[config.mk]
export PLATFORM = sky130hd
export DESIGN_NAME = session_auth_framer
export DESIGN_NICKNAME = d
export VERILOG_FILES = /design/src/session_auth_framer_pkg.sv /design/src/reply_transform.sv /design/src/session_auth_framer.sv
export VERILOG_INCLUDE_DIRS = /design/src
export SDC_FILE = /design/constraint.sdc
export NUM_CORES = 1
export LEC_CHECK = 0
export BUFFER_PORTS_ARGS = -buffer_cell sky130_fd_sc_hd__clkbuf_2
export CAP_MARGIN = 20
export CORE_ASPECT_RATIO = 1.4
export CORE_MARGIN = 2
export CORE_UTILIZATION = 40
export CTS_CLUSTER_DIAMETER = 100
export DETAILED_ROUTE_END_ITERATION = 10
export MAX_ROUTING_LAYER = met4
export PLACE_DENSITY_LB_ADDON = 0.15
export SKIP_LAST_GASP = 1
export SLEW_MARGIN = 20
export SYNTH_ARGS = -nofsm -noshare
export SYNTH_HDL_FRONTEND = slang
export SYNTH_SLANG_ARGS = --single-unit
[constraint.sdc]
create_clock -name clk -period 8.1 [get_ports clk]
set_input_delay 1.62 -clock clk [delete_from_list [all_inputs] [get_ports clk]]
set_output_delay 1.62 -clock clk [all_outputs]
set_load 0.005 [all_outputs]
[src/session_auth_framer_consts.svh]
`ifndef SESSION_AUTH_FRAMER_CONSTS_SVH
`define SESSION_AUTH_FRAMER_CONSTS_SVH

// session header byte layout
`define HDR_AUTH_BIT     7
`define HDR_FMT_HI       6
`define HDR_FMT_LO       4
`define HDR_TID_HI       3
`define HDR_TID_LO       0

// session format codes
`define FMT_REQUEST      3'h0
`define FMT_RESPONSE     3'h2
`define FMT_PREAMBLE     3'h4
`define FMT_REMINDER     3'h5

// challenge / reply first byte
`define AUTH_CHAL_BITS   2'h0
`define AUTH_REPLY_BITS  2'h2
`define ADDR_FMT_GROUP   2'h1

// member list limits and challenge field length
`define PRE_LEN_MIN      4'h3
`define PRE_LEN_MAX      4'h8
`define REM_LEN_MAX      4'h2
`define PRE_MEMBER_MIN   7'h10
`define AUTH_FIELD_BYTES 4'h8

// reset values
`define LFSR_SEED        64'hA5C3_5A3C_9E37_79B9
`define DIGEST_SEED      64'h6A09_E667_BB67_AE85

`endif

[src/session_auth_framer_pkg.sv]
package session_auth_framer_pkg;

	typedef enum logic [2:0] {
		TX_IDLE  = 3'b000,
		TX_HDR   = 3'b001,
		TX_LEN   = 3'b010,
		TX_LIST  = 3'b011,
		TX_PAY   = 3'b100,
		TX_FIELD = 3'b101,
		TX_GROUP = 3'b110
	} tx_state_type;

	typedef enum logic [2:0] {
		RX_HDR   = 3'b000,
		RX_LEN   = 3'b001,
		RX_LIST  = 3'b010,
		RX_BODY  = 3'b011,
		RX_CHAL  = 3'b100,
		RX_CGRP  = 3'b101,
		RX_SKIP  = 3'b110
	} rx_state_type;

	typedef enum logic [1:0] {
		CMD_REQUEST  = 2'b00,
		CMD_RETRY    = 2'b01,
		CMD_RESPONSE = 2'b10
	} cmd_kind_type;

	typedef enum logic [1:0] {
		PKT_SESSION = 2'b00,
		PKT_REMIND2 = 2'b01,
		PKT_CHAL    = 2'b10,
		PKT_REPLY   = 2'b11
	} pkt_kind_type;

endpackage : session_auth_framer_pkg

[src/reply_transform.sv]
`include "session_auth_framer_consts.svh"

// folds the original packet, the key and the challenge into an 8-byte reply
module reply_transform (
	input  wire logic        clk,
	input  wire logic        nrst,
	// packet bytes
	input  wire logic        clear,
	input  wire logic        byte_valid,
	input  wire logic [7:0]  byte_data,
	// key and challenge
	input  wire logic [47:0] key,
	input  wire logic [63:0] challenge,
	output logic      [63:0] reply
);
	logic [63:0] digest_q;
	logic [63:0] digest_d;
	logic [63:0] mix;

	always_comb begin
		digest_d = digest_q;
		if (clear) begin
			digest_d = `DIGEST_SEED;
		end else if (byte_valid) begin
			digest_d = {digest_q[56:0], digest_q[63:57]} ^ {56'h0, byte_data};
		end
	end

	always_ff @(posedge clk or negedge nrst) begin
		if (!nrst) begin
			digest_q <= `DIGEST_SEED;
		end else begin
			digest_q <= digest_d;
		end
	end

	// any keyed mix will do here; swap this block for the real transform
	always_comb begin
		mix   = digest_q ^ {key[15:0], key} ^ challenge;
		reply = {mix[40:0], mix[63:41]} ^ {challenge[31:0], challenge[63:32]} ^ {16'h0, key};
	end

endmodule : reply_transform

[src/session_auth_framer.sv]
`include "session_auth_framer_consts.svh"

// Functional notes
// - auth bit is 1 for authenticated messages, 0 otherwise.
// - format codes: 0 request, 2 response, 4 preamble, 5 reminder.
// - header-only session packet is legal to send and to parse.
// - code 0 only on the first send; retries use reminder formats.
// - responses to requests go out with format code 2.
// - retry with highest missing member 16 or above sends a preamble first.
// - preamble is followed at once by the original request.
// - preamble length byte is member-list bytes, 3 to 8.
// - member list bit 0 of byte 0 is member 0; 1 means answered.
// - reminder message: length, 0-2 list bytes, then presentation packet.
// - reminder with length 0 asks every member to respond.
// - an authenticated incoming packet triggers a challenge back.
// - challenge: addr format, 00, transaction, 8 random bytes, optional group.
// - addr format coded as in the network header.
// - challenge transaction number copied from the challenged packet.
// - challenge field is 8 random bytes.
// - group byte only when addr format is 1, equal to header group.
// - a received challenge is answered with a reply packet.
// - reply uses bits 10, 8-byte reply, same addr, transaction, group.
// - reply computed from original packet, key and challenge bytes; code digests only payload bytes of authenticated requests.
// - challenge is issued even if authentication is not required.
// - each domain has a 48-bit key feeding the reply.
// - every challenge uses fresh random bytes.
module session_auth_framer
#(
	parameter int LIST_BYTES = 8
) (
	// clock and reset
	input  wire logic                               clk,
	input  wire logic                               nrst,
	// transmit commands
	input  wire logic                               cmd_valid,
	input  wire session_auth_framer_pkg::cmd_kind_type cmd_kind,
	input  wire logic                               cmd_auth,
	input  wire logic [3:0]                         cmd_tid,
	input  wire logic                               cmd_has_pay,
	input  wire logic [3:0]                         cmd_list_len,
	input  wire logic [LIST_BYTES*8-1:0]            cmd_list,
	output logic                                    cmd_ready,
	// presentation payload in
	input  wire logic                               pay_valid,
	input  wire logic [7:0]                         pay_data,
	input  wire logic                               pay_last,
	output logic                                    pay_ready,
	// packet stream out
	output logic                                    out_valid,
	output logic [7:0]                              out_data,
	output logic                                    out_first,
	output logic                                    out_last,
	output session_auth_framer_pkg::pkt_kind_type   out_kind,
	// packet stream in
	input  wire logic                               in_valid,
	input  wire logic [7:0]                         in_data,
	input  wire logic                               in_last,
	input  wire logic                               in_is_chal,
	input  wire logic                               in_is_session,
	input  wire logic [1:0]                         in_addr_fmt,
	input  wire logic [7:0]                         in_dst_group,
	// node identity
	input  wire logic [47:0]                        auth_key,
	input  wire logic [5:0]                         my_member,
	// parse results
	output logic                                    rx_hdr,
	output logic                                    rx_auth,
	output logic [2:0]                              rx_fmt,
	output logic [3:0]                              rx_tid,
	output logic                                    rx_null,
	output logic                                    rx_done,
	output logic                                    rx_solicit,
	output logic                                    rx_err
);
	import session_auth_framer_pkg::*;

	localparam int LW = LIST_BYTES * 8;

	////////////////////////////////////////////////////////////////////////////////
	// receive side state
	rx_state_type    rs_q, rs_d;
	logic [2:0]      rfmt_q, rfmt_d;
	logic [3:0]      rlen_q, rlen_d;
	logic [3:0]      rcnt_q, rcnt_d;
	logic [LW-1:0]   rlist_q, rlist_d;
	logic            hdr_q, hdr_d, auth_q, auth_d, null_q, null_d;
	logic [3:0]      rtid_q, rtid_d;
	logic            done_q, done_d, sol_q, sol_d, err_q, err_d;
	logic            chal_pend_q, chal_pend_d, rep_pend_q, rep_pend_d;
	logic [1:0]      c_af_q, c_af_d;
	logic [3:0]      c_tid_q, c_tid_d;
	logic [7:0]      c_grp_q, c_grp_d;
	logic [1:0]      r_af_q, r_af_d;
	logic [3:0]      r_tid_q, r_tid_d;
	logic [7:0]      r_grp_q, r_grp_d;
	logic [63:0]     rchal_q, rchal_d;
	logic            take_chal, take_rep;

	always_comb begin
		rs_d = rs_q; rfmt_d = rfmt_q; rlen_d = rlen_q; rcnt_d = rcnt_q;
		rlist_d = rlist_q; hdr_d = 1'b0; auth_d = auth_q; null_d = 1'b0;
		rtid_d = rtid_q; done_d = 1'b0; sol_d = sol_q; err_d = 1'b0;
		c_af_d = c_af_q; c_tid_d = c_tid_q; c_grp_d = c_grp_q;
		r_af_d = r_af_q; r_tid_d = r_tid_q; r_grp_d = r_grp_q; rchal_d = rchal_q;
		chal_pend_d = chal_pend_q & ~take_chal;
		rep_pend_d  = rep_pend_q & ~take_rep;
		if (in_valid) begin
			unique case (rs_q)
				RX_HDR: begin
					rcnt_d = 4'h0;
					if (in_is_chal) begin
						// challenge with bits 00 starts reply, whatever its transaction
						r_af_d  = in_data[7:6];
						r_tid_d = in_data[`HDR_TID_HI:`HDR_TID_LO];
						rs_d    = (in_data[5:4] == `AUTH_CHAL_BITS) ? RX_CHAL : RX_SKIP;
					end else begin
						if (in_data[`HDR_AUTH_BIT]) begin
							chal_pend_d = 1'b1;
							c_tid_d = in_data[`HDR_TID_HI:`HDR_TID_LO];
							c_af_d  = in_addr_fmt;
							c_grp_d = in_dst_group;
						end
						rs_d = RX_SKIP;
						if (in_is_session) begin
							hdr_d  = 1'b1;
							auth_d = in_data[`HDR_AUTH_BIT];
							rfmt_d = in_data[`HDR_FMT_HI:`HDR_FMT_LO];
							rtid_d = in_data[`HDR_TID_HI:`HDR_TID_LO];
							sol_d  = 1'b1;
							null_d = in_last;
							unique case (in_data[`HDR_FMT_HI:`HDR_FMT_LO])
								`FMT_REQUEST, `FMT_RESPONSE: rs_d = RX_BODY;
								`FMT_PREAMBLE, `FMT_REMINDER: rs_d = RX_LEN;
								default: err_d = 1'b1;
							endcase
						end
					end
				end
				RX_LEN: begin
					rlen_d  = in_data[3:0];
					rlist_d = '1;
					rs_d    = (in_data == 8'h00) ? RX_BODY : RX_LIST;
					if (rfmt_q == `FMT_PREAMBLE && (in_data < 8'(`PRE_LEN_MIN) ||
							in_data > 8'(`PRE_LEN_MAX))) begin
						err_d = 1'b1;
						rs_d  = RX_SKIP;
					end
					// reminder list is 0 to 2 bytes
					if (rfmt_q == `FMT_REMINDER && in_data > 8'(`REM_LEN_MAX)) begin
						err_d = 1'b1;
						rs_d  = RX_SKIP;
					end
				end
				RX_LIST: begin
					rlist_d[rcnt_q[2:0]*8 +: 8] = in_data;
					rcnt_d = rcnt_q + 4'h1;
					if (rcnt_q + 4'h1 == rlen_q) begin
						rs_d = RX_BODY;
					end
				end
				RX_CHAL: begin
					rchal_d = {in_data, rchal_q[63:8]};
					rcnt_d  = rcnt_q + 4'h1;
					if (rcnt_q + 4'h1 == `AUTH_FIELD_BYTES) begin
						// group byte only for group addressing
						rs_d       = (r_af_q == `ADDR_FMT_GROUP) ? RX_CGRP : RX_SKIP;
						rep_pend_d = (r_af_q != `ADDR_FMT_GROUP);
					end
				end
				RX_CGRP: begin
					r_grp_d    = in_data;
					rep_pend_d = 1'b1;
					rs_d       = RX_SKIP;
				end
				RX_BODY, RX_SKIP: begin
				end
				default: rs_d = RX_SKIP;
			endcase
			if (in_last) begin
				rs_d   = RX_HDR;
				done_d = (rs_q != RX_HDR) || (in_is_session && !in_is_chal);
				// length 0 solicits all; bit 0 means still owed
				if (rs_q != RX_HDR && (rfmt_q == `FMT_PREAMBLE ||
						rfmt_q == `FMT_REMINDER)) begin
					sol_d = (rlen_q == 4'h0) || !rlist_d[my_member];
				end
			end
		end
	end

	always_ff @(posedge clk or negedge nrst) begin
		if (!nrst) begin
			rs_q <= RX_HDR; rfmt_q <= 3'h0; rlen_q <= 4'h0; rcnt_q <= 4'h0;
			rlist_q <= '1; hdr_q <= 1'b0; auth_q <= 1'b0; null_q <= 1'b0;
			rtid_q <= 4'h0; done_q <= 1'b0; sol_q <= 1'b0; err_q <= 1'b0;
			chal_pend_q <= 1'b0; rep_pend_q <= 1'b0;
			c_af_q <= 2'h0; c_tid_q <= 4'h0; c_grp_q <= 8'h00;
			r_af_q <= 2'h0; r_tid_q <= 4'h0; r_grp_q <= 8'h00; rchal_q <= 64'h0;
		end else begin
			rs_q <= rs_d; rfmt_q <= rfmt_d; rlen_q <= rlen_d; rcnt_q <= rcnt_d;
			rlist_q <= rlist_d; hdr_q <= hdr_d; auth_q <= auth_d; null_q <= null_d;
			rtid_q <= rtid_d; done_q <= done_d; sol_q <= sol_d; err_q <= err_d;
			chal_pend_q <= chal_pend_d; rep_pend_q <= rep_pend_d;
			c_af_q <= c_af_d; c_tid_q <= c_tid_d; c_grp_q <= c_grp_d;
			r_af_q <= r_af_d; r_tid_q <= r_tid_d; r_grp_q <= r_grp_d; rchal_q <= rchal_d;
		end
	end

	////////////////////////////////////////////////////////////////////////////////
	// reply computation
	logic [63:0] reply_val;
	logic        dig_clear, dig_feed;

	reply_transform u_reply (
		.clk        (clk),
		.nrst       (nrst),
		.clear      (dig_clear),
		.byte_valid (dig_feed),
		.byte_data  (pay_data),
		.key        (auth_key),
		.challenge  (rchal_q),
		.reply      (reply_val)
	);

	////////////////////////////////////////////////////////////////////////////////
	// transmit side state
	tx_state_type  ts_q, ts_d;
	pkt_kind_type  kind_q, kind_d;
	logic [7:0]    hdr_byte_q, hdr_byte_d;
	logic [3:0]    tlen_q, tlen_d, tcnt_q, tcnt_d;
	logic [LW-1:0] tlist_q, tlist_d;
	logic [63:0]   fld_q, fld_d, lfsr_q, lfsr_d;
	logic          auth_t_q, auth_t_d, pay_t_q, pay_t_d, pair_q, pair_d, dig_q, dig_d;
	logic [1:0]    taf_q, taf_d;
	logic [7:0]    tgrp_q, tgrp_d;
	logic          ov_q, ov_d, of_q, of_d, ol_q, ol_d, cr_q, cr_d, pr_q, pr_d;
	logic [7:0]    od_q, od_d;
	logic [6:0]    hi_miss;
	logic          any_miss;

	// highest member still owing a response within the given list
	always_comb begin
		hi_miss  = 7'h0;
		any_miss = 1'b0;
		for (int i = 0; i < LW; i++) begin
			if (4'(i / 8) < cmd_list_len && !cmd_list[i]) begin
				hi_miss  = 7'(i);
				any_miss = 1'b1;
			end
		end
	end

	always_comb begin
		ts_d = ts_q; kind_d = kind_q; hdr_byte_d = hdr_byte_q; tlen_d = tlen_q;
		tcnt_d = tcnt_q; tlist_d = tlist_q; fld_d = fld_q; auth_t_d = auth_t_q;
		pay_t_d = pay_t_q; pair_d = pair_q; taf_d = taf_q; tgrp_d = tgrp_q;
		dig_d = dig_q; ov_d = 1'b0; of_d = 1'b0; ol_d = 1'b0; od_d = od_q;
		take_chal = 1'b0; take_rep = 1'b0; dig_clear = 1'b0; dig_feed = 1'b0;
		// free-running generator, fresh bytes every challenge
		lfsr_d = {lfsr_q[62:0], lfsr_q[63] ^ lfsr_q[62] ^ lfsr_q[60] ^ lfsr_q[59]};
		unique case (ts_q)
			TX_IDLE: begin
				tcnt_d = 4'h0;
				if (rep_pend_q) begin
					// reply bits 10 and challenge's fields
					take_rep   = 1'b1;
					kind_d     = PKT_REPLY;
					hdr_byte_d = {r_af_q, `AUTH_REPLY_BITS, r_tid_q};
					taf_d      = r_af_q;
					tgrp_d     = r_grp_q;
					fld_d      = reply_val;
					ts_d       = TX_HDR;
				end else if (chal_pend_q) begin
					// challenge byte layout with bits 00
					take_chal  = 1'b1;
					kind_d     = PKT_CHAL;
					hdr_byte_d = {c_af_q, `AUTH_CHAL_BITS, c_tid_q};
					taf_d      = c_af_q;
					tgrp_d     = c_grp_q;
					fld_d      = lfsr_q;
					ts_d       = TX_HDR;
				end else if (cmd_valid && cr_q) begin
					kind_d   = PKT_SESSION;
					auth_t_d = cmd_auth;
					pay_t_d  = cmd_has_pay;
					pair_d   = 1'b0;
					tlist_d  = cmd_list;
					ts_d     = TX_HDR;
					// code 0 only on first send
					hdr_byte_d = {cmd_auth, `FMT_REQUEST, cmd_tid};
					if (cmd_kind == CMD_REQUEST) begin
						dig_clear = 1'b1;
						dig_d     = cmd_auth;
					end else begin
						dig_d = 1'b0;
					end
					if (cmd_kind == CMD_RESPONSE) begin
						hdr_byte_d = {cmd_auth, `FMT_RESPONSE, cmd_tid};
					end else if (cmd_kind == CMD_RETRY) begin
						if (any_miss && hi_miss >= `PRE_MEMBER_MIN) begin
							hdr_byte_d = {cmd_auth, `FMT_PREAMBLE, cmd_tid};
							tlen_d     = cmd_list_len;
							pair_d     = 1'b1;
						end else begin
							// reminder with 1- or 2-byte list; length 0 when none missing
							hdr_byte_d = {cmd_auth, `FMT_REMINDER, cmd_tid};
							tlen_d     = (!any_miss) ? 4'h0 : (hi_miss < 7'h8) ? 4'h1 : 4'h2;
						end
					end
				end
			end
			TX_HDR: begin
				ov_d = 1'b1;
				of_d = 1'b1;
				od_d = hdr_byte_q;
				if (kind_q != PKT_SESSION) begin
					ts_d = TX_FIELD;
				end else if (hdr_byte_q[`HDR_FMT_HI:`HDR_FMT_LO] == `FMT_PREAMBLE ||
						hdr_byte_q[`HDR_FMT_HI:`HDR_FMT_LO] == `FMT_REMINDER) begin
					ts_d = TX_LEN;
				end else if (pay_t_q) begin
					ts_d = TX_PAY;
				end else begin
					ol_d = 1'b1;
					ts_d = TX_IDLE;
				end
			end
			TX_LEN: begin
				ov_d = 1'b1;
				od_d = {4'h0, tlen_q};
				if (tlen_q != 4'h0) begin
					ts_d = TX_LIST;
				end else if (pay_t_q) begin
					ts_d = TX_PAY;
				end else begin
					ol_d = 1'b1;
					ts_d = TX_IDLE;
				end
			end
			TX_LIST: begin
				ov_d   = 1'b1;
				od_d   = tlist_q[tcnt_q[2:0]*8 +: 8];
				tcnt_d = tcnt_q + 4'h1;
				if (tcnt_q + 4'h1 == tlen_q) begin
					if (pair_q) begin
						ol_d       = 1'b1;
						pair_d     = 1'b0;
						hdr_byte_d = {auth_t_q, `FMT_REQUEST, hdr_byte_q[3:0]};
						ts_d       = TX_HDR;
					end else if (pay_t_q) begin
						ts_d = TX_PAY;
					end else begin
						ol_d = 1'b1;
						ts_d = TX_IDLE;
					end
				end
			end
			TX_PAY: begin
				if (pay_valid && pr_q) begin
					ov_d     = 1'b1;
					od_d     = pay_data;
					dig_feed = dig_q;
					if (pay_last) begin
						ol_d = 1'b1;
						ts_d = TX_IDLE;
					end
				end
			end
			TX_FIELD: begin
				ov_d   = 1'b1;
				od_d   = fld_q[7:0];
				fld_d  = {8'h00, fld_q[63:8]};
				tcnt_d = tcnt_q + 4'h1;
				if (tcnt_q + 4'h1 == `AUTH_FIELD_BYTES) begin
					// group byte only for address format 1
					if (taf_q == `ADDR_FMT_GROUP) begin
						ts_d = TX_GROUP;
					end else begin
						ol_d = 1'b1;
						ts_d = TX_IDLE;
					end
				end
			end
			TX_GROUP: begin
				ov_d = 1'b1;
				od_d = tgrp_q;
				ol_d = 1'b1;
				ts_d = TX_IDLE;
			end
			default: ts_d = TX_IDLE;
		endcase
		cr_d = (ts_d == TX_IDLE) && !rep_pend_d && !chal_pend_d && !take_chal && !take_rep;
		pr_d = (ts_d == TX_PAY) && !(ts_q == TX_PAY && pay_valid && pr_q && pay_last);
	end

	always_ff @(posedge clk or negedge nrst) begin
		if (!nrst) begin
			ts_q <= TX_IDLE; kind_q <= PKT_SESSION; hdr_byte_q <= 8'h00;
			tlen_q <= 4'h0; tcnt_q <= 4'h0; tlist_q <= '1; fld_q <= 64'h0;
			lfsr_q <= `LFSR_SEED; auth_t_q <= 1'b0; pay_t_q <= 1'b0; pair_q <= 1'b0;
			dig_q <= 1'b0; taf_q <= 2'h0; tgrp_q <= 8'h00;
			ov_q <= 1'b0; of_q <= 1'b0; ol_q <= 1'b0; od_q <= 8'h00;
			cr_q <= 1'b0; pr_q <= 1'b0;
		end else begin
			ts_q <= ts_d; kind_q <= kind_d; hdr_byte_q <= hdr_byte_d;
			tlen_q <= tlen_d; tcnt_q <= tcnt_d; tlist_q <= tlist_d; fld_q <= fld_d;
			lfsr_q <= lfsr_d; auth_t_q <= auth_t_d; pay_t_q <= pay_t_d; pair_q <= pair_d;
			dig_q <= dig_d; taf_q <= taf_d; tgrp_q <= tgrp_d;
			ov_q <= ov_d; of_q <= of_d; ol_q <= ol_d; od_q <= od_d;
			cr_q <= cr_d; pr_q <= pr_d;
		end
	end

	////////////////////////////////////////////////////////////////////////////////
	// outputs
	assign cmd_ready  = cr_q;
	assign pay_ready  = pr_q;
	assign out_valid  = ov_q;
	assign out_data   = od_q;
	assign out_first  = of_q;
	assign out_last   = ol_q;
	assign out_kind   = kind_q;
	assign rx_hdr     = hdr_q;
	assign rx_auth    = auth_q;
	assign rx_fmt     = rfmt_q;
	assign rx_tid     = rtid_q;
	assign rx_null    = null_q;
	assign rx_done    = done_q;
	assign rx_solicit = sol_q;
	assign rx_err     = err_q;

endmodule : session_auth_framer

Word-level counts from Yosys, hierarchy flattened
Cells that the tools add are included.
{ "classes": {"shift": 3, "n_mux": 250, "reduce_logical": 198, "div_mod_pow": 0, "n_eq_ne": 40, "addsub": 3, "n_bitwise": 17, "multipliers": 0, "n_lt_le_gt_ge": 14} }
{ "ops": {"columns": ["operator", "count"], "rows": [
  ["2-to-1 mux 7 bit", 64],
  ["2-to-1 mux 64 bit", 5],
  ["case mux 64 bit (2 select lines)", 2],
  ["bitwise XOR 64 bit", 3],
  ["2-to-1 mux 1 bit", 126],
  ["logical AND 1 bit", 79],
  ["zero test 1 bit", 71],
  ["bitwise mux 64 bit", 1],
  ["2-to-1 mux 8 bit", 8],
  ["variable shift 8 x 34 -> 64 bit (first input constant)", 1],
  ["indexed part select 64 x 7 -> 8 bit", 1],
  ["indexed part select 8 x 34 -> 64 bit", 1],
  ["bitwise XOR 64 x 48 -> 64 bit", 1],
  ["bitwise XOR 64 x 8 -> 64 bit", 1],
  ["2-to-1 mux 3 bit", 20],
  ["case mux 8 bit (6 select lines)", 1],
  ["equality test 3 bit (second input constant)", 13],
  ["negation 6 -> 34 bit", 1],
  ["AND reduction 4 bit", 5],
  ["2-to-1 mux 2 bit", 9],
  ["case mux 3 bit (6 select lines)", 1],
  ["less-than comparator 3 x 4 -> 1 bit (first input constant)", 4],
  ["case mux 4 bit (2 select lines)", 2],
  ["case mux 8 bit (2 select lines)", 1],
  ["45 further kinds", 104]
]} }
{ "totals": {"romBits": 0, "out_inout_bits": 28, "memories": 0, "latchBits": 0, "in_bits": 165, "ram_bits": 0, "regBits": 486} }

Longest topological paths before layout
Gate-level depths: netlist of the first run.
{ "logic_depth": {"depth_word": 74, "mapped_depth": 15, "ltp_nobuf": 11} }

Modules after synthesis
Synthesis of the first run repeated with hierarchy kept, for this count alone.
{ "unflattened": {"cells_unflattened": 2342, "hier_area_um2": 25045.3} }
{ "modules_own_cells": {"columns": ["module", "area_per_inst_um2", "n_inst", "cells_per_inst"], "rows": [
  ["session_auth_framer", 19961.6, 1, 1932],
  ["reply_transform", 5083.6, 1, 410]
]} }

Worst setup path before layout of the first run
No wires, ideal clock.
{ "synth_path": {"kind": "input to register", "from": "input port my_member[0]", "to": "register sol_q, in the netlist rx_solicit", "required_ps": 7974, "stages": 8, "path_slack_ps": 4478, "setup_ps": 126, "arrival_ps": 3496, "path_buffers": 2, "path_cell_list": "clkbuf_1 > clkbuf_1 > o211ai_1 > o311ai_0 > o21ai_0 > a2111oi_0 > a211oi_1 > o32a_1"} }
{ "synth_via": {"elab_chain_len": 6} }
{ "synth_rtl": {"columns": ["element", "line_no", "rtl"], "rows": [
  ["start: declaration", "session_auth_framer.sv:64", "input wire logic [5:0] my_member,"],
  ["binary-select mux 1 bit (select 6 bit)", "session_auth_framer.sv:185", "sol_d = (rlen_q == 4'h0) || !rlist_d[my_member];"],
  ["2-to-1 mux 1 bit (not written as such)", "session_auth_framer.sv:185", null],
  ["zero test 1 bit", "session_auth_framer.sv:185", null],
  ["logical OR 1 bit", "session_auth_framer.sv:185", null],
  ["2-to-1 mux 1 bit", "session_auth_framer.sv:183", "if (rs_q != RX_HDR && (rfmt_q == `FMT_PREAMBLE ||"],
  ["2-to-1 mux 1 bit", "session_auth_framer.sv:179", "if (in_last) begin"],
  ["end signal: assignment", "session_auth_framer.sv:202", "rtid_q <= rtid_d; done_q <= done_d; sol_q <= sol_d; err_q <= err_d;"],
  ["end: declaration", "session_auth_framer.sv:88", "logic done_q, done_d, sol_q, sol_d, err_q, err_d;"]
]} }
No other way between the ends. The select of a mux whose other input is x is not followed.
A chain may end at the register's enable or synchronous reset.

Worst setup path in the final report of the first run
{ "layout_path": {"from": "register rcnt_q[0]", "to": "register sol_q, in the netlist rx_solicit"} }
{ "layout_via": {"elab_chain_len": 11} }
{ "layout_rtl": {"columns": ["element", "line_no", "rtl"], "rows": [
  ["start: declaration", "session_auth_framer.sv:84", "logic [3:0] rcnt_q, rcnt_d;"],
  ["start signal: assignment", "session_auth_framer.sv:200", "rs_q <= rs_d; rfmt_q <= rfmt_d; rlen_q <= rlen_d; rcnt_q <= rcnt_d;"],
  ["negation 6 -> 34 bit *", "session_auth_framer.sv:155", "rlist_d[rcnt_q[2:0]*8 +: 8] = in_data;"],
  ["indexed part select 8 x 34 -> 64 bit / variable shift 8 x 34 -> 64 bit (equally long branches)", "session_auth_framer.sv:155", null],
  ["bitwise mux 64 bit *", "session_auth_framer.sv:155", null],
  ["case mux 64 bit (2 select lines) *", "session_auth_framer.sv:108", "unique case (rs_q)"],
  ["2-to-1 mux 64 bit *", "session_auth_framer.sv:107", "if (in_valid) begin"],
  ["binary-select mux 1 bit (select 6 bit) *", "session_auth_framer.sv:185", null],
  ["2-to-1 mux 1 bit (not written as such) *", "session_auth_framer.sv:185", null],
  ["zero test 1 bit *", "session_auth_framer.sv:185", null],
  ["logical OR 1 bit *", "session_auth_framer.sv:185", null],
  ["2-to-1 mux 1 bit *", "session_auth_framer.sv:183", null],
  ["2-to-1 mux 1 bit *", "session_auth_framer.sv:179", null]
]} }
Every way passes the cells marked *; elsewhere a longest branch is shown, timed or not. The select of a mux whose other input is x is not followed.

==> impl_results.md, run 1 <==
- Mux contribution to synthesized area: 8.82%
- Normalized max-slew margin: 23.2%
- Final Hold Fails: 0
- Worst-Skew Late Latency: 0.61 ns
- Synth area leaders: dfrtp_1, dfstp_2, xnor2_1
- Placer Congestion: 0.928
- Total core area: 60800 sq um
- Setup slack at placement: 3.57 ns
- Clock Pin Slew Worst Setup and Hold Paths: 0.06 ns
- Worst endpoint data arrival time: 4.63 ns
- Routed WL: 77.7 mm
- PwrDens: 366 nW/um^2
- CP Class: flop to flop
- Initial DRC count: 1374
- Dominant synthesized flop cell: dfrtp_1
- Slowest stage delay, CP: 0.82 ns
- Max rail drop VDD: 0.210 mV
- Mapped Avg Cell Area: 9.80 sq um
- Die ar.: 63300 sq um
- Critical path cell sequence: inv_1 > ha_1 > ha_1 > nand4b_1 > a211oi_1 > o221ai_1 > a41o_1 > a31oi_1 > o211ai_1 > nor3b_1 > o32a_1
- I/O Pins: 193
- Area Growth Syn to Fin: 13.4%
- Post-CTS Hold Buffers: 0
- HP Class: flop to flop
- Via count: 19073
- Max-cap violation count: 0
- Critical Path End Type: flop
- Largest family of logic cells by synthesized area: simple AND/OR/NAND/NOR gates
- Complex-gate fraction of the synthesized area: 12.7%
- Synth unique cells: 71
- RSZ-0062 raised after global routing: false
- DR pass1 iterations: 6
- FMAX: 0.241 GHz
- Initial Util: 40.4%
- First-pass GRT wire length: 118 mm
- # DRC: 0
- Worst reg2reg startpoint: rcnt_q[0]$_DFFE_PN0P_
- Yosys reg bits: 486
- Commonest non-fill, non-tap cells in the layout: nand2_1, dfrtp_1, xnor2_1, dfstp_2, clkbuf_2
- Die width: 213 um
- Commonest non-fill, non-tap cell in the layout: nand2_1
- HPWL after DPL: 54.8 mm
- Setup tns final: 0 ns
- Critical Path RT: 8.58 ns
- Most used cell, CP: ha_1
- Worst path slowest cell: dfrtp_1
- Layout cells sized above 1: 23.5%
- WL/cell: 22.3 um
- Crit path from: rcnt_q[0]$_DFFE_PN0P_
- Clock Sinks: 486
- Final antenna-violating net count: 0
- Largest net degree at the start of global routing: 159
- Post-CTS Setup Bufs: 0
- Initial antenna violation count: 5
- Static leakage: 11.3 nW
- Height of the die: 297 um
- Total gr overflow: 0
- CTS tree: done
- H-tree Lvls: 2
- Max Slew Vio Count: 0
- GR Util All Layers: 25.3%
- Row Count: 107
- Filler cells: 5988
- Simple-gate share of the synthesized area: 15.3%
- Ys async rst share: 100%
- Share of the synthesized area in the top cell type: 29.3%
- Bufs on Longest Clock Path: 3
- EDFF count, synth: 0
- Nets@finish: 2781
- Port Buffer Count: 192
- Crit path max fanout: 22
- Worst setup margin: 3.95 ns
- Root Driver: clkbuf_16
- Synth area leader: dfrtp_1
- Cell family with most CP delay: compound AO/OA/AOI/OAI gates
- Synthesized net count: 2672
- Post-CTS sizing: 0
- Critical path startpoint category: flop
- Final setup fails: 0
- Yosys Warn Count: 0
- Worst Skew: 0.0320 ns
- Worst path bufs/invs: 1
- Post-synthesis xor/xnor area fraction: 9.43%
- Vias per cell: 5.49
- Final worst path period share: 51.2%
- Mapped Area: 24500 sq um
- Least-Margin Pin Slew: 1.15 ns
- Status: finished clean
- Synth Area in Adders: 0.204%
- Min-delay src: lfsr_q[25]$_DFF_PN1_
- Sequential-to-total area share from yosys stat: 50.6%
- Min cycle time layout: 4.15 ns
- Num CTS Buffers: 51
- Syn Inst Count: 2503
- Vias in the first global route: 19564
- Final core utilization: 45.8%
synthesized netlist by cell type, types with 6 or more instances:
cell        n
a211oi_1   25
a21oi_1   167
a31oi_1    13
and2_1     13
buf_1      14
buf_2       7
clkbuf_1  135
dfrtp_1   287
dfstp_2   199
inv_1      21
mux2_2     83
mux2i_1    80
mux4_2     19
nand2_1   516
nand2b_1    7
nand3_1    65
nand4_1    23
nor2_1    169
nor2b_1    12
nor3_1     17
nor4_1     10
o211ai_1   14
o21ai_0   152
o221a_2     6
o221ai_1   11
o22a_1     36
o22ai_1    27
o31ai_1     7
or2_2       9
xnor2_1   258
xor2_1      6
area by class of cell:
type	instances	area [sq um]	area share, %
well taps	817	1020	3.68
inverters	23	86.3	0.310
clock inverters	17	163	0.585
clock buffers	78	1500	5.39
multi-input cells	1835	11400	41.2
flip-flops and latches	486	12400	44.6
repair buffers	215	1160	4.18
diodes	6	15.0	0.0540
sequential cells by signal (all words and copies together), names as in the netlist, 4 cells and up:
register          cells
c_grp_q               8
c_tid_q               4
fld_q                64
hdr_byte_q            8
lfsr_q               64
out_data              8
r_grp_q               8
r_tid_q               4
rchal_q              64
rcnt_q                4
rlen_q                4
rlist_q              64
rx_tid                4
tcnt_q                4
tgrp_q                8
tlen_q                4
tlist_q              64
u_reply.digest_q     64
metrics by stage:
| stage | power (W) | cell area [sq um] | cells | hold slack (ns) |
|---|---|---|---|---|
| after floorplan | 0.00668 | 24500 | 2503 | 0.350 |
| after global placement | 0.00779 | 26100 | 3375 | 0.356 |
| after detailed placement | 0.00786 | 26100 | 3375 | 0.357 |
| after CTS | 0.0103 | 27800 | 3470 | 0.366 |
| after global routing | 0.0108 | 27800 | 3476 | 0.368 |
| final | 0.0102 | 27800 | 3477 | 0.365 |
per-layer routing:
metal | part of all wire [%] | up-vias | GRT usage (%)
met3 | 4.5 | 130 | 3.51
met5 | 0 | - | -
met4 | 3.6 | 0 | 8.95
li1 | - | 8856 | -
met1 | 42 | 9543 | 31.1
met2 | 50 | 544 | 42.4
path summary, 6_finish.rpt:
path / endpoint / slack, ns / depth (start not counted)
min in group asynchronous: fld_q[56]$_DFFE_PN0P_ / 1.10 / 1
worst min-delay path: lfsr_q[26]$_DFF_PN1_ / 0.36 / 0
max in group asynchronous: lfsr_q[39]$_DFF_PN0_ / 5.48 / 2
worst max-delay path: rx_solicit$_DFFE_PN0P_ / 3.95 / 11
worst max register to register: rx_solicit$_DFFE_PN0P_ / 3.95 / 11
worst min register to register: lfsr_q[26]$_DFF_PN1_ / 0.36 / 0
power by group:
part | switching, W | internal (W) | leakage [nW] | total (W)
sequential | 0.000808 | 0.00344 | 5.90 | 0.00425
clock | 0.00102 | 0.00134 | 0.807 | 0.00236
combinational | 0.00197 | 0.00160 | 4.62 | 0.00358
kinds of logic (layout without fill, tap and decap cells):
kind of cell               after synthesis  count (layout)
muxes                                  182             182
and+or+nand+nor                        876             876
other                                    0               6
AOI/OAI and AO/OA                      509             509
DFF                                    486             486
adders and majority gates                4               4
buffers and inverters                  182             333
xor gates and xnor gates               264             264
Power figures use the tool's default switching activity.
==> inputs of run 2 (changes only) <==
==> constraint.sdc (replaced) <==
create_clock -name clk -period 3.9 [get_ports clk]
set_input_delay 0.78 -clock clk [delete_from_list [all_inputs] [get_ports clk]]
set_output_delay 0.78 -clock clk [all_outputs]
set_load 0.005 [all_outputs]
==> impl_results.md, run 2 (synthesis gave the netlist of run 1 again) <==
- Status: finished clean
- Critical Path RT: 4.40 ns (-4.18 ns)
- Static leakage: 11.5 nW (+1.9%)
- Critical path startpoint category: flop
- Worst reg2reg startpoint: rcnt_q[1]$_DFFE_PN0P_
- WL/cell: 22.5 um (+0.52%)
- Reg2reg path depth: 11 (unchanged)
- Root Driver: clkbuf_16
- Vias in the first global route: 19805 (+1.2%)
- Final Hold Fails: 0 (unchanged)
- Total core area: 60800 sq um (unchanged)
- Fin Hold WS: 0.218 ns (-0.146 ns)
- Commonest non-fill, non-tap cell in the layout: nand2_1
- Via count: 19228 (+0.81%)
- Routed WL: 78.8 mm (+1.4%)
- Placer Congestion: 0.929 (+0.15%)
- Largest net degree at the start of global routing: 109 (-31%)
- Final worst path period share: 87.0% (+36 points)
- Initial antenna violation count: 2 (-3)
- Filler cells: 5936 (-0.87%)
- Nets@finish: 2815 (+1.2%)
- FMAX: 0.295 GHz (+22%)
- Final antenna-violating net count: 0 (unchanged)
- RR Endpoint: rx_solicit$_DFFE_PN0P_
- CP Class: flop to flop
- Crit path max fanout: 9 (-59%)
- Bufs on Longest Clock Path: 3 (unchanged)
- Slowest stage delay, CP: 0.50 ns (-0.32 ns)
- R2R setup slack: 0.51 ns (-3.45 ns)
- Most used cell, CP: ha_1
- Initial Util: 40.4% (unchanged)
- Max-cap violation count: 0 (unchanged)
- CP endpoint: rx_solicit$_DFFE_PN0P_
- Commonest non-fill, non-tap cells in the layout: nand2_1, dfrtp_1, xnor2_1, dfstp_2, clkbuf_2
- Height of the die: 297 um (unchanged)
- # DRC: 0 (unchanged)
- Clock Pin Slew Worst Setup and Hold Paths: 0.06 ns (about the same)
- Worst-Skew Late Latency: 0.62 ns (about the same)
- H-tree Lvls: 2 (unchanged)
- PwrDens: 757 nW/um^2 (+110%)
- I/O Pins: 193 (unchanged)
- CP Depth: 11 (unchanged)
- GR Util All Layers: 25.8% (+0.52 points)
- Area Growth Syn to Fin: 14.7%
- Worst path slowest cell: mux4_2
- Row Count: 107 (unchanged)
- Post-CTS Hold Buffers: 0 (unchanged)
- Post-CTS Setup Bufs: 0 (unchanged)
- Critical Path End Type: flop
- First-pass GRT wire length: 121 mm (+2.4%)
- Clock Sinks: 486 (unchanged)
- Min cycle time layout: 3.39 ns (-0.753 ns)
- Worst path bufs/invs: 1 (unchanged)
- Setup tns final: 0 ns (unchanged)
- Post-CTS sizing: 0 (unchanged)
- Vias per cell: 5.48 (about the same)
- Layout cells sized above 1: 24.6% (+1.0 points)
- HP Class: input pin to async pin
- Crit path from: rcnt_q[1]$_DFFE_PN0P_
- Cell family with most CP delay: compound AO/OA/AOI/OAI gates
- Die ar.: 63300 sq um (unchanged)
- Max Slew Vio Count: 0 (unchanged)
- Port Buffer Count: 192 (unchanged)
- Worst Skew: 0.0230 ns (-0.00898 ns)
- DR pass1 iterations: 5 (-1)
- Initial DRC count: 1579 (+15%)
- Worst endpoint data arrival time: 3.89 ns (-0.74 ns)
- Critical path cell sequence: inv_1 > ha_1 > ha_1 > nor3b_2 > nand3_2 > mux4_2 > nand2_1 > o21ai_0 > a2111oi_0 > a211oi_1 > o32a_1
- Die width: 213 um (unchanged)
- HPWL after DPL: 57.0 mm (+4.0%)
- RSZ-0062 raised after global routing: false
- CTS tree: done
- Max rail drop VDD: 0.369 mV (+76%)
- Num CTS Buffers: 50 (-2.0%)
- Normalized max-slew margin: 34.5% (+11 points)
- Final setup fails: 0 (unchanged)
- Least-Margin Pin Slew: 0.983 ns (-0.165 ns)
- Total gr overflow: 0 (unchanged)
run 2: cell types whose count changed in the layout (fill, tap and decap cells not counted), sizes merged:
cell,change
inv,+1
clkinvlp,-2
clkbuf,-1
diode,-4
buf,+35
clkinv,+1
run 2: worst reg2reg max path: cells and delay by family, from the launching register on:
family	cells	cell delay, ns
adders and majority gates	2	0.59
muxes	1	0.51
buffers and inverters	1	0.06
and+or+nand+nor	3	0.66
AOI/OAI and AO/OA	4	1.03
DFF	1	0.43
run 2: how the worst min path moves through the flow:
| stage | depth (start not counted) | startpoint | slack, ns | end |
|---|---|---|---|---|
| 6_report | 1 | nrst | 0.22 | fld_q[63]$_DFFE_PN0P_ |
| 5_1_grt | 1 | nrst | 0.30 | fld_q[63]$_DFFE_PN0P_ |
| 4_1_cts | 1 | nrst | 0.28 | hdr_byte_q[6]$_DFFE_PN0P_ |
| 3_5_place_dp | 0 | lfsr_q[17]$_DFF_PN1_ | 0.35 | lfsr_q[18]$_DFF_PN1_ |
| 3_3_place_gp | 0 | lfsr_q[36]$_DFF_PN1_ | 0.35 | lfsr_q[37]$_DFF_PN1_ |
| 2_1_floorplan | 0 | lfsr_q[57]$_DFF_PN0_ | 0.35 | lfsr_q[58]$_DFF_PN1_ |
run 2: layer usage:
metal  routed length, um  GRT usage (%)  vias up
li1                    -              -     8895
met1               32300           31.7     9595
met2               39200           42.9      587
met3                3890           3.51      151
met4                3420           9.97        0
met5                   0              -        -
run 2: per-stage QoR:
step | setup WS, ns | instance area (sq um) | power, W | utilization [%] | cells
2_1_floorplan | 0.400 | 24500 | 0.0139 | - | 2503
3_3_place_gp | 0.563 | 26500 | 0.0163 | 43.6 | 3411
3_5_place_dp | 0.497 | 26500 | 0.0165 | 43.6 | 3411
4_1_cts | 0.490 | 28100 | 0.0214 | 46.3 | 3505
5_1_grt | 0.298 | 28100 | 0.0226 | 46.3 | 3507
6_report | 0.506 | 28100 | 0.0213 | 46.3 | 3507
run 2: report_power, final:
group / switching [W] / internal [W]
Clock: 0.00213 / 0.00275
Combinational: 0.00425 / 0.00341
Sequential: 0.00160 / 0.00715
Total: 0.00798 / 0.0133
run 2: area by class of cell:
class,instances,area [sq um],share of cell area (%)
timing repair buffer,250,1520,5.40
multi-input combinational,1835,11400,40.6
clock inverter,17,184,0.654
inverter,23,86.3,0.307
clock buffer,77,1470,5.23
antenna,2,5.00,0.0178
sequential,486,12400,44.1
tap,817,1020,3.63
